==> config.mk <==
export PLATFORM = sky130hd
export DESIGN_NAME = scd_clock_divider
export DESIGN_NICKNAME = d
export VERILOG_FILES = /design/src/common/scd_pkg.sv /design/src/rtl/scd_clock_divider.sv
export VERILOG_INCLUDE_DIRS = /design/src /design/src/common
export SDC_FILE = /design/constraint.sdc
export NUM_CORES = 1
export LEC_CHECK = 0
export BUFFER_PORTS_ARGS = -buffer_cell sky130_fd_sc_hd__buf_2
export CORE_MARGIN = 4
export CORE_UTILIZATION = 33
export DETAILED_ROUTE_END_ITERATION = 8
export PLACE_DENSITY_LB_ADDON = 0.12
export RECOVER_POWER = 50
export SLEW_MARGIN = 20
export SYNTH_ARGS = -nofsm -noshare
export SYNTH_HDL_FRONTEND = slang
export SYNTH_SLANG_ARGS = --single-unit
==> constraint.sdc <==
create_clock -name pclk -period 3.76 [get_ports pclk]
set_input_delay 0.188 -clock pclk [delete_from_list [all_inputs] [get_ports pclk]]
set_output_delay 0.188 -clock pclk [all_outputs]
set_load 0.02 [all_outputs]
==> src/common/scd_cfg.svh <==
// offsets, field positions, reset values and counts of the clock divider
`ifndef SCD_CFG_SVH
`define SCD_CFG_SVH
`define SCD_OFS_RCC 8'h00
`define SCD_OFS_EXT 8'h04
`define SCD_OFS_GATE 8'h08
`define SCD_OFS_STAT 8'h0C
`define SCD_BIT_BYP 11
`define SCD_BIT_PWRDN 13
`define SCD_BIT_PULSE_CLOCK_DIVIDER_LSB 17
`define SCD_BIT_USEPWM 20
`define SCD_BIT_USEDIV 22
`define SCD_BIT_DIV_LSB 23
`define SCD_BIT_OVR 31
`define SCD_RCC_RST 32'h07802800
`define SCD_EXT_RST 32'h07802800
`define SCD_GATE_RST 8'h00
`define SCD_LOCK_CNT 16'h1200
`define SCD_PLL_MHZ 400
`define SCD_CONV_MHZ 16
`define SCD_CONV_DIV (`SCD_PLL_MHZ / `SCD_CONV_MHZ)
`endif

==> src/common/scd_pkg.sv <==
// types of the clock divider
package scd_pkg;
  // effective source and divider selection
  typedef struct packed {
    logic byp;
    logic pll_off;
    logic use_div;
    logic [5:0] div;
  } scd_sel_type;
  typedef enum logic [1:0] {LK_OFF, LK_WAIT, LK_READY} scd_lock_type;
endpackage

==> src/rtl/scd_clock_divider.sv <==
// run-mode system clock divider, source select and peripheral gating
//
// Notes on behaviour
// - extended bypass, power-down and divisor fields win over primary fields when selected.
// - override bit in extended register picks which register governs.
// - system divisor divides PLL path or oscillator, chosen by bypass.
// - PLL output is halved before the system divisor.
// - primary divide ratio is the 4-bit code plus one.
// - PLL path codes below 3 reserved; reset code 0xF.
// - extended divisor is two bits wider, up to divide by 64.
// - extended divide ratio is the 6-bit code plus one.
// - extended bypass 0 picks PLL, 1 picks raw oscillator.
// - extended PLL codes 0 to 2 reserved; higher give 200/(code+1).
// - divider-use clear and PLL off gives undivided source.
// - converter clock fixed at 16 MHz, independent of divisor.
// - pulse-width clock is a synchronous division of system clock.
// - each peripheral gets system clock through its own gate.
// - PLL enabled and selected at once: stay on oscillator until stable.
// - lock timed by 0x1200 down count on main oscillator ticks.
//
// Chosen here: the register offsets and the APB slave port.
`timescale 1ns/1ns
`include "scd_cfg.svh"
module scd_clock_divider (
  input wire logic pclk,
  input wire logic presetn,
  input wire logic ce,
  input wire logic psel,
  input wire logic penable,
  input wire logic pwrite,
  input wire logic [7:0] paddr,
  input wire logic [31:0] pwdata,
  output logic [31:0] prdata,
  output logic pready,
  output logic pslverr,
  input wire logic osc_tick,
  input wire logic pll_tick,
  output logic pll_run,
  output logic sys_tick,
  output logic pwm_tick,
  output logic conv_tick,
  output logic [7:0] periph_tick
);
  // ==========================================================
  // register file and bus slave
  logic [31:0] rcc_r, rcc_nxt, ext_r, ext_nxt, prdata_r, prdata_nxt;
  logic [7:0] gate_r, gate_nxt;
  logic pready_r, pready_nxt, pslverr_r, pslverr_nxt;
  logic wr_c;
  scd_pkg::scd_sel_type sel_c;
  scd_pkg::scd_lock_type lock_st_r, lock_st_nxt;
  logic [15:0] lock_cnt_r, lock_cnt_nxt;
  logic act_src_r, act_src_nxt;
  logic [5:0] act_div_r, act_div_nxt, cnt_r, cnt_nxt, eff_div_c;
  logic half_r, half_nxt, src_c, bnd_c, term_c;
  logic sys_r, sys_nxt, pwm_r, pwm_nxt, conv_r, conv_nxt, run_r, run_nxt;
  logic [7:0] pwm_cnt_r, pwm_cnt_nxt, pwm_mask_c, per_r, per_nxt;
  logic [4:0] conv_cnt_r, conv_cnt_nxt;

  // one field picker serves both registers
  function automatic scd_pkg::scd_sel_type fn_sel(
    input logic [31:0] r, input logic wide);
    scd_pkg::scd_sel_type s;
    s.byp = r[`SCD_BIT_BYP];
    s.pll_off = r[`SCD_BIT_PWRDN];
    s.use_div = 1'b0;
    if (wide) s.div = r[`SCD_BIT_DIV_LSB +: 6];
    else s.div = {2'h0, r[`SCD_BIT_DIV_LSB +: 4]};
    return s;
  endfunction

  // override selection; divider-use stays in the primary register
  always_comb begin
    if (ext_r[`SCD_BIT_OVR]) sel_c = fn_sel(ext_r, 1'b1);
    else sel_c = fn_sel(rcc_r, 1'b0);
    sel_c.use_div = rcc_r[`SCD_BIT_USEDIV];
  end

  // writes land at the access edge; answer comes with zero wait
  always_comb begin
    wr_c = psel && penable && pready_r && pwrite;
    rcc_nxt = rcc_r;
    ext_nxt = ext_r;
    gate_nxt = gate_r;
    if (wr_c && paddr == `SCD_OFS_RCC) rcc_nxt = pwdata;
    if (wr_c && paddr == `SCD_OFS_EXT) ext_nxt = pwdata;
    if (wr_c && paddr == `SCD_OFS_GATE) gate_nxt = pwdata[7:0];
    pready_nxt = psel && !penable;
    pslverr_nxt = 1'b0;
    prdata_nxt = 32'h00000000;
    if (psel && !penable) begin
      unique case (paddr)
        `SCD_OFS_RCC: prdata_nxt = rcc_r;
        `SCD_OFS_EXT: prdata_nxt = ext_r;
        `SCD_OFS_GATE: prdata_nxt = {24'h000000, gate_r};
        `SCD_OFS_STAT: prdata_nxt = {23'h000000, act_div_r, act_src_r,
          lock_st_r == scd_pkg::LK_READY, run_r};
        default: pslverr_nxt = 1'b1;
      endcase
    end
  end

  always_ff @(posedge pclk or negedge presetn) begin
    if (!presetn) begin
      rcc_r <= `SCD_RCC_RST;
      ext_r <= `SCD_EXT_RST;
      gate_r <= `SCD_GATE_RST;
      prdata_r <= 32'h00000000;
      pready_r <= 1'b0;
      pslverr_r <= 1'b0;
    end else if (ce) begin
      rcc_r <= rcc_nxt;
      ext_r <= ext_nxt;
      gate_r <= gate_nxt;
      prdata_r <= prdata_nxt;
      pready_r <= pready_nxt;
      pslverr_r <= pslverr_nxt;
    end
  end

  // ==========================================================
  // PLL lock timer
  // the count runs on main oscillator ticks, so its length tracks the
  // crystal and not the bus clock
  always_comb begin
    lock_st_nxt = lock_st_r;
    lock_cnt_nxt = lock_cnt_r;
    run_nxt = !sel_c.pll_off;
    unique case (lock_st_r)
      scd_pkg::LK_OFF: if (!sel_c.pll_off) begin
        lock_st_nxt = scd_pkg::LK_WAIT;
        lock_cnt_nxt = `SCD_LOCK_CNT;
      end
      scd_pkg::LK_WAIT: begin
        if (sel_c.pll_off) lock_st_nxt = scd_pkg::LK_OFF;
        else if (lock_cnt_r == 16'h0000) lock_st_nxt = scd_pkg::LK_READY;
        else if (osc_tick) lock_cnt_nxt = lock_cnt_r - 16'h0001;
      end
      scd_pkg::LK_READY: if (sel_c.pll_off) lock_st_nxt = scd_pkg::LK_OFF;
    endcase
  end

  always_ff @(posedge pclk or negedge presetn) begin
    if (!presetn) begin
      lock_st_r <= scd_pkg::LK_OFF;
      lock_cnt_r <= 16'h0000;
      run_r <= 1'b0;
    end else if (ce) begin
      lock_st_r <= lock_st_nxt;
      lock_cnt_r <= lock_cnt_nxt;
      run_r <= run_nxt;
    end
  end

  // ==========================================================
  // source select and system divider
  // new settings are taken only at a period boundary, so a period is
  // never cut short; losing the PLL is the one forced early switch
  always_comb begin
    half_nxt = half_r ^ pll_tick;
    src_c = act_src_r ? (pll_tick && half_r) : osc_tick;
    term_c = src_c && (cnt_r == act_div_r);
    bnd_c = term_c;
    // undivided when neither the divider nor the PLL is in use
    if (!sel_c.use_div && (sel_c.byp || sel_c.pll_off)) eff_div_c = 6'h00;
    else eff_div_c = sel_c.div;
    act_src_nxt = act_src_r;
    act_div_nxt = act_div_r;
    cnt_nxt = cnt_r;
    if (bnd_c) begin
      // stay on the oscillator until the lock timer has expired
      act_src_nxt = !sel_c.byp && lock_st_r == scd_pkg::LK_READY;
      act_div_nxt = eff_div_c;
      cnt_nxt = 6'h00;
    end else if (src_c) begin
      cnt_nxt = cnt_r + 6'h01;
    end
    if (lock_st_r != scd_pkg::LK_READY) act_src_nxt = 1'b0;
    sys_nxt = term_c;
    per_nxt = {8{term_c}} & gate_r;
  end

  always_ff @(posedge pclk or negedge presetn) begin
    if (!presetn) begin
      half_r <= 1'b0;
      act_src_r <= 1'b0;
      act_div_r <= 6'h0F;
      cnt_r <= 6'h00;
      sys_r <= 1'b0;
      per_r <= 8'h00;
    end else if (ce) begin
      half_r <= half_nxt;
      act_src_r <= act_src_nxt;
      act_div_r <= act_div_nxt;
      cnt_r <= cnt_nxt;
      sys_r <= sys_nxt;
      per_r <= per_nxt;
    end
  end

  // ==========================================================
  // pulse-width and converter clocks
  // pulse-width ratio is a power of two counted in system ticks; the
  // converter runs off the raw PLL so divisor changes never reach it
  always_comb begin
    pwm_mask_c = 8'h00;
    if (rcc_r[`SCD_BIT_USEPWM])
      pwm_mask_c = 8'(({1'b0, 8'h02} << rcc_r[`SCD_BIT_PULSE_CLOCK_DIVIDER_LSB +: 3])
        - 9'h001);
    pwm_cnt_nxt = pwm_cnt_r;
    pwm_nxt = 1'b0;
    if (term_c) begin
      pwm_nxt = (pwm_cnt_r & pwm_mask_c) == pwm_mask_c;
      pwm_cnt_nxt = pwm_cnt_r + 8'h01;
    end
    conv_cnt_nxt = conv_cnt_r;
    conv_nxt = 1'b0;
    if (pll_tick) begin
      conv_nxt = conv_cnt_r == 5'(`SCD_CONV_DIV - 1);
      conv_cnt_nxt = conv_nxt ? 5'h00 : conv_cnt_r + 5'h01;
    end
  end

  always_ff @(posedge pclk or negedge presetn) begin
    if (!presetn) begin
      pwm_cnt_r <= 8'h00;
      pwm_r <= 1'b0;
      conv_cnt_r <= 5'h00;
      conv_r <= 1'b0;
    end else if (ce) begin
      pwm_cnt_r <= pwm_cnt_nxt;
      pwm_r <= pwm_nxt;
      conv_cnt_r <= conv_cnt_nxt;
      conv_r <= conv_nxt;
    end
  end

  // outputs, all straight from flip-flops
  assign prdata = prdata_r;
  assign pready = pready_r;
  assign pslverr = pslverr_r;
  assign pll_run = run_r;
  assign sys_tick = sys_r;
  assign pwm_tick = pwm_r;
  assign conv_tick = conv_r;
  assign periph_tick = per_r;
endmodule

==> impl_metrics.env, run 1 <==
export IMPL_finalSetupViolCount=0
export IMPL_setup_tns_ns=0
export IMPL_fill_cells=2098
export IMPL_p_clk_frac=0.376
export IMPL_numCtsBuffers=17
export IMPL_yosysSeqAreaShare=0.545
export IMPL_synth_nets=681
export IMPL_diodes=0
export IMPL_wl_per_cell_um=18.0
export IMPL_critical_path_class="reg -> reg"
export IMPL_yosys_warnings=0
export IMPL_slew_headroom=-0.170
export IMPL_cts_num_sinks=163
export IMPL_tightestPinTransition_ns=1.75
export IMPL_status="finished, violations left"
export IMPL_fp_row_count=54
export IMPL_fp_coreArea_sq_mm=0.0221
export IMPL_synthFlopType="dfrtp_1"
export IMPL_cts_root_buf="clkbuf_16"
export IMPL_multiInputGateArea_sq_mm=0.00318
export IMPL_fin_crit_sh=0.682
export IMPL_dpl_hpwl_mm=11.9
export IMPL_clkSlewWorstSetupHoldPaths_ns=0.07
export IMPL_fin_skew_ns=0.00969
export IMPL_globalplace_congestion=0.758
export IMPL_setup_worst_path_start_class="register"
export IMPL_antenna_found_initial=0
export IMPL_total_power_w=0.00462
export IMPL_violations="capacitance limit, slew limit"
export IMPL_place_inst=965
export IMPL_p_per_area_mw_per_mm2=522
export IMPL_synth_edf_count=0
export IMPL_hp_class="in -> reg"
export IMPL_fin_util=0.401
export IMPL_ios=94
export IMPL_grt_max_degree=102
export IMPL_drc=0
export IMPL_fp_dieH_um=159
export IMPL_start_util=0.340
export IMPL_clk_path_buf_depth=2
export IMPL_area_delta_synth_final_pct=17.8
export IMPL_avgSynthCellArea_sq_um=12.1
export IMPL_die_w_um=159
export IMPL_first_iter_violations=307
export IMPL_clock_latency_ns=0.42
export IMPL_fmax_mhz=390
export IMPL_layout_drive_gt1_share=0.270
export IMPL_maxCapViolCount=2
export IMPL_hold_viol=0
export IMPL_post_cts_buffers=0
export IMPL_antenna_left=0
export IMPL_final_min_clock_period_ns=2.56
export IMPL_io_buffers=93
export IMPL_grt_pass1_wl_mm=29.9
export IMPL_synth_seq_cells=163
export IMPL_share_comb_of_total_power=0.173
export IMPL_dr_pass1_iters=4
export IMPL_ys_async_sr_fraction=1.00
export IMPL_p_int_w=0.00324
export IMPL_cts_resized=0
export IMPL_ir_drop_uv=229
export IMPL_timing_hold_ws_ns=0.0181
export IMPL_synthDistinctLibCells=62
export IMPL_vias=5244
export IMPL_grt_pass1_vias=5554
export IMPL_cts_tree="yes"
export IMPL_drt_wl_total_mm=18.1
export IMPL_cp_required_ns=4.10
export IMPL_rsz0062_at_grt="no"
export IMPL_seq_power_share=0.451
export IMPL_via_per_inst=5.21
export IMPL_grt_usage=0.145
export IMPL_syn_area_sq_mm=0.00752
export IMPL_leakagePower_nw=3.87
export IMPL_arrival_ns=2.90
export IMPL_endpoint_kind="register"
export IMPL_syn_inst=623
export IMPL_fin_cells=1006
export IMPL_power_switching_w=0.00138
export IMPL_slew_violations=110
export IMPL_dieArea_sq_mm=0.0253
export IMPL_htreeDepth=4
export IMPL_fin_nets=771
export IMPL_grt_ovfl_total=0
export IMPL_cp_max_fo=12
export IMPL_swShare=0.299
export IMPL_register_area_sq_mm=0.00410
export IMPL_hold_buffers=9
state kept, by name, summed over array words and instances, names as in the netlist:
signal	count
ext_r	32
sys_tick	1
pwm_cnt_r	8
half_r	1
cnt_r	6
conv_tick	1
prdata	32
conv_cnt_r	5
lock_cnt_r	16
gate_r	8
lock_st_r	2
pslverr	1
act_src_r	1
pwm_tick	1
pll_run	1
pready	1
periph_tick	8
rcc_r	32
act_div_r	6
path summary, 6_finish.rpt:
kind	slack, ns	cells after the start	from	endpoint
max in group asynchronous	1.24	3	presetn	ext_r[18]
hold reg to reg	0.48	1	pwm_cnt_r[7]	pwm_cnt_r[7]
setup / recovery	1.20	5	ext_r[31]	lock_cnt_r[13]
hold / removal	0.02	2	pwdata[29]	ext_r[29]
setup reg to reg	1.20	5	ext_r[31]	lock_cnt_r[13]
min in group asynchronous	0.48	2	presetn	periph_tick[3]
power by group through the flow:
| stage | sequential [W] | combinational, W | clock, W |
|---|---|---|---|
| floorplan | 0.00208 | 0.000572 | 0 |
| global route | 0.00211 | 0.000911 | 0.00187 |
| CTS | 0.00208 | 0.000819 | 0.00180 |
| finish | 0.00208 | 0.000799 | 0.00174 |
| detailed placement | 0.00211 | 0.000809 | 0 |
| global placement | 0.00211 | 0.000785 | 0 |
cell usage after synthesis (5+ instances only):
cell | instances | area share
inv_1 | 14 | 0.0070
nand2_1 | 38 | 0.019
o2bb2ai_1 | 42 | 0.049
nand3_1 | 14 | 0.0093
nand2b_1 | 5 | 0.0042
or4_1 | 5 | 0.0050
a22oi_1 | 29 | 0.029
clkbuf_1 | 21 | 0.010
nor2_1 | 25 | 0.012
a21o_1 | 5 | 0.0050
xnor2_1 | 14 | 0.016
o21ai_0 | 25 | 0.017
mux2i_1 | 15 | 0.020
nor3_1 | 11 | 0.0073
mux2_2 | 78 | 0.12
buf_4 | 5 | 0.0050
nand4_1 | 7 | 0.0058
o31ai_1 | 5 | 0.0050
buf_2 | 8 | 0.0053
dfstp_2 | 16 | 0.056
ha_1 | 10 | 0.017
a21oi_1 | 16 | 0.011
a31oi_1 | 6 | 0.0050
dfrtp_1 | 147 | 0.49
critical path, cell delays in order, from the launching register on:
cell	delay [ns]
dfrtp_1	0.60
mux2i_1	0.65
nand3_1	0.18
a21o_1	0.34
or4_1	0.55
a21oi_1	0.17
final cells by class:
type	count	share of cell area
timing repair buffer	110	0.0647
clock buffer	18	0.0496
tap	280	0.0396
multi-input combinational	406	0.360
clock inverter	14	0.0172
sequential	163	0.463
inverter	15	0.00636
kinds of logic (layout without fill, tap and decap cells):
| group | Yosys count | in the layout | synth area share |
|---|---|---|---|
| muxes | 97 | 97 | 0.146 |
| and+or+nand+nor | 140 | 140 | 0.103 |
| AOI/OAI and AO/OA | 142 | 142 | 0.136 |
| adders and majority gates | 10 | 10 | 0.0166 |
| buffers and inverters | 54 | 157 | 0.0338 |
| xor gates and xnor gates | 17 | 17 | 0.0198 |
| DFF | 163 | 163 | 0.545 |
per-layer routing:
| layer | global-route usage | vias to the layer above | routed length (um) |
|---|---|---|---|
| met5 | 0 | - | 0 |
| met3 | 0.0370 | 15 | 681 |
| met1 | 0.201 | 2656 | 8750 |
| met4 | 0.0363 | 0 | 201 |
| li1 | - | 2462 | - |
| met2 | 0.230 | 111 | 8430 |
through the flow:
stage / setup slack [ns] / cell area [sq um]
finish: 1.20 / 8850
global route: 0.709 / 8850
CTS: 1.20 / 8930
detailed placement: 1.22 / 8250
global placement: 1.23 / 8250
floorplan: 1.53 / 7520
cell usage in the layout, fill, tap and decap left out, types with 3 or more instances in the layout:
master         instances
nand3_1               14
and2_1                 3
dlygate4sd3_1          9
a31oi_1                6
a21oi_1               16
or4_1                  5
o21ai_0               25
or3_1                  4
xor2_1                 3
inv_1                 15
mux2_2                78
xnor2_1               14
buf_2                 45
nor2_1                25
and3b_1                3
dfrtp_1              147
a22oi_1               29
o31ai_1                5
nand2b_1               5
o2bb2ai_1             42
clkbuf_1              47
nand2_1               38
ha_1                  10
clkinv_4               3
clkbuf_16             17
mux2i_1               15
and3_1                 4
nand4_1                7
a21o_1                 5
dfstp_2               16
inv_6                  3
buf_4                  6
nor3_1                10
clkinvlp_4             4
No activity file was read; power rests on OpenSTA's default activity.
==> run 2: changes to the inputs <==
clock period = 2.6 ns   (was 3.76 ns; I/O delays follow)
==> run 2 against run 1 <==
Net effect: the flow still finishes with violations (capacitance limit, slew limit); clock power up 47%; non-clock buffer count grew 35; hold slack better by 0.012 ns; register-to-register slack got worse by 1.0 ns; count of clock-buffer cells in the layout is 1 lower; first-iteration DRC count fell by 18%; critical path depth is 2 higher; flip-flop and latch count is the same; global-route usage is 0.34 points higher; routed wire length grew 2.0%; via count up 2.6%; largest cell class unchanged; highest routed layer unchanged.
==> impl_metrics.env, run 2 (same netlist as run 1, synthesis figures left out) <==
export IMPL_status="finished, violations left"
export IMPL_violations="capacitance limit, slew limit"
export IMPL_grt_ovfl_total=0
export IMPL_worstSetupEndpoint="lock_st_r[1]"
export IMPL_antenna_found_initial=0
export IMPL_ir_drop_uv=469
export IMPL_fp_coreArea_sq_mm=0.0221
export IMPL_wl_per_cell_um=17.7
export IMPL_drt_wl_total_mm=18.4
export IMPL_finalSetupViolCount=0
export IMPL_cts_tree="yes"
export IMPL_critical_path_class="reg -> reg"
export IMPL_area_delta_synth_final_pct=22.5
export IMPL_fp_row_count=54
export IMPL_hold_viol=0
export IMPL_clkSlewWorstSetupHoldPaths_ns=0.07
export IMPL_globalplace_congestion=0.739
export IMPL_leakagePower_nw=4.04
export IMPL_worstSetupStartpoint="lock_cnt_r[0]"
export IMPL_cp_max_fo=5
export IMPL_seq_power_share=0.444
export IMPL_first_iter_violations=253
export IMPL_cts_root_buf="clkbuf_16"
export IMPL_dieArea_sq_mm=0.0253
export IMPL_p_clk_frac=0.376
export IMPL_rr_worst_depth=7
export IMPL_ios=94
export IMPL_layout_drive_gt1_share=0.272
export IMPL_io_buffers=93
export IMPL_dr_pass1_iters=4
export IMPL_fp_dieH_um=159
export IMPL_rsz0062_at_grt="no"
export IMPL_arrival_ns=2.75
export IMPL_hp_class="in -> reg"
export IMPL_grt_pass1_wl_mm=30.8
export IMPL_numCtsBuffers=17
export IMPL_place_inst=976
export IMPL_rr_startpoint="lock_cnt_r[0]"
export IMPL_endpoint_kind="register"
export IMPL_dpl_hpwl_mm=12.4
export IMPL_cp_required_ns=2.94
export IMPL_r2r_slack_ns=0.19
export IMPL_diodes=0
export IMPL_die_w_um=159
export IMPL_antenna_left=0
export IMPL_drc=0
export IMPL_fin_util=0.417
export IMPL_slew_headroom=-0.214
export IMPL_setup_tns_ns=0
export IMPL_clock_latency_ns=0.42
export IMPL_final_min_clock_period_ns=2.41
export IMPL_setup_worst_path_start_class="register"
export IMPL_swShare=0.304
export IMPL_worstReg2RegEnd="lock_st_r[1]"
export IMPL_tightestPinTransition_ns=1.82
export IMPL_share_comb_of_total_power=0.179
export IMPL_power_switching_w=0.00206
export IMPL_htreeDepth=4
export IMPL_fin_crit_sh=0.928
export IMPL_fin_skew_ns=0.00897
export IMPL_fin_cells=1041
export IMPL_fin_nets=806
export IMPL_p_int_w=0.00473
export IMPL_vias=5381
export IMPL_grt_max_degree=72
export IMPL_grt_usage=0.149
export IMPL_maxCapViolCount=1
export IMPL_p_per_area_mw_per_mm2=737
export IMPL_slew_violations=72
export IMPL_layout_common_cells="dfrtp_1 (147), mux2_2 (78), clkbuf_1 (48)"
export IMPL_via_per_inst=5.17
export IMPL_start_util=0.340
export IMPL_cts_num_sinks=163
export IMPL_grt_pass1_vias=5747
export IMPL_clk_path_buf_depth=2
export IMPL_final_common_cell="dfrtp_1"
export IMPL_fmax_mhz=415
-- run 2: changes by cell type in the layout (fill, tap and decap cells not counted), moves of 2 or more --
cell	delta
buf_12	+3
buf_4	+5
clkinvlp_4	-2
dlygate4sd3_1	+24
inv_6	+4
-- run 2: worst min path at each step --
| stage | end | cells after the start | from | slack [ns] |
|---|---|---|---|---|
| final | pslverr | 3 | paddr[0] | 0.03 |
| after floorplan | act_div_r[4] | 0 | presetn | -0.17 |
| after CTS | pslverr | 3 | paddr[1] | 0.009 |
| after global placement | periph_tick[5] | 1 | presetn | 0.19 |
| after detailed placement | periph_tick[3] | 1 | presetn | 0.20 |
| after global routing | pslverr | 3 | paddr[1] | 0.07 |
-- run 2: power by group through the flow --
stage | clock network, W | registers, W | logic [W]
2_1_floorplan | 0 | 0.00301 | 0.000826
3_3_place_gp | 0 | 0.00305 | 0.00116
3_5_place_dp | 0 | 0.00306 | 0.00121
4_1_cts | 0.00265 | 0.00302 | 0.00125
5_1_grt | 0.00273 | 0.00306 | 0.00139
6_report | 0.00256 | 0.00302 | 0.00122
-- run 2: timing repair --
item,4_1_cts,5_1_grt
resized for setup,0,1
setup endpoints to repair,0,1
hold endpoints to repair,136,0
buffers inserted,0,0
hold buffers,33,0
-- run 2: critical path, stage by stage, from the launching register on --
cell and delay [ns]:
dfrtp_1 0.40, inv_1 0.06, ha_1 0.18, or4b_2 0.65, nor4_4 0.32, or3b_1 0.40, o21ai_2 0.10, mux2i_1 0.22
-- run 2: layer usage --
layer  GRT usage  up-vias  share of wire
li1            -     2537              -
met1       0.203     2741           0.48
met2       0.241       90           0.47
met3      0.0352       13          0.039
met4      0.0367        0         0.0098
met5           0        -              0
-- run 2: cell type report --
cell class              instances  area, sq um
fillers                      2090        12900
flip-flops and latches        163         4100
multi-input cells             406         3180
repair buffers                145          925
clock buffers                  17          425
well taps                     280          350
clock inverters                15          170
inverters                      15         56.3
-- run 2: through the flow --
stage | worst slack (ns) | hold slack (ns) | area (sq um) | power (W)
after CTS | 0.174 | 0.00853 | 9290 | 0.00691
final | 0.188 | 0.0298 | 9210 | 0.00679
after global routing | 0.0132 | 0.0699 | 9210 | 0.00719
after detailed placement | 0.191 | 0.203 | 8370 | 0.00426
after global placement | 0.270 | 0.191 | 8370 | 0.00421
after floorplan | 0.371 | -0.166 | 7520 | 0.00384
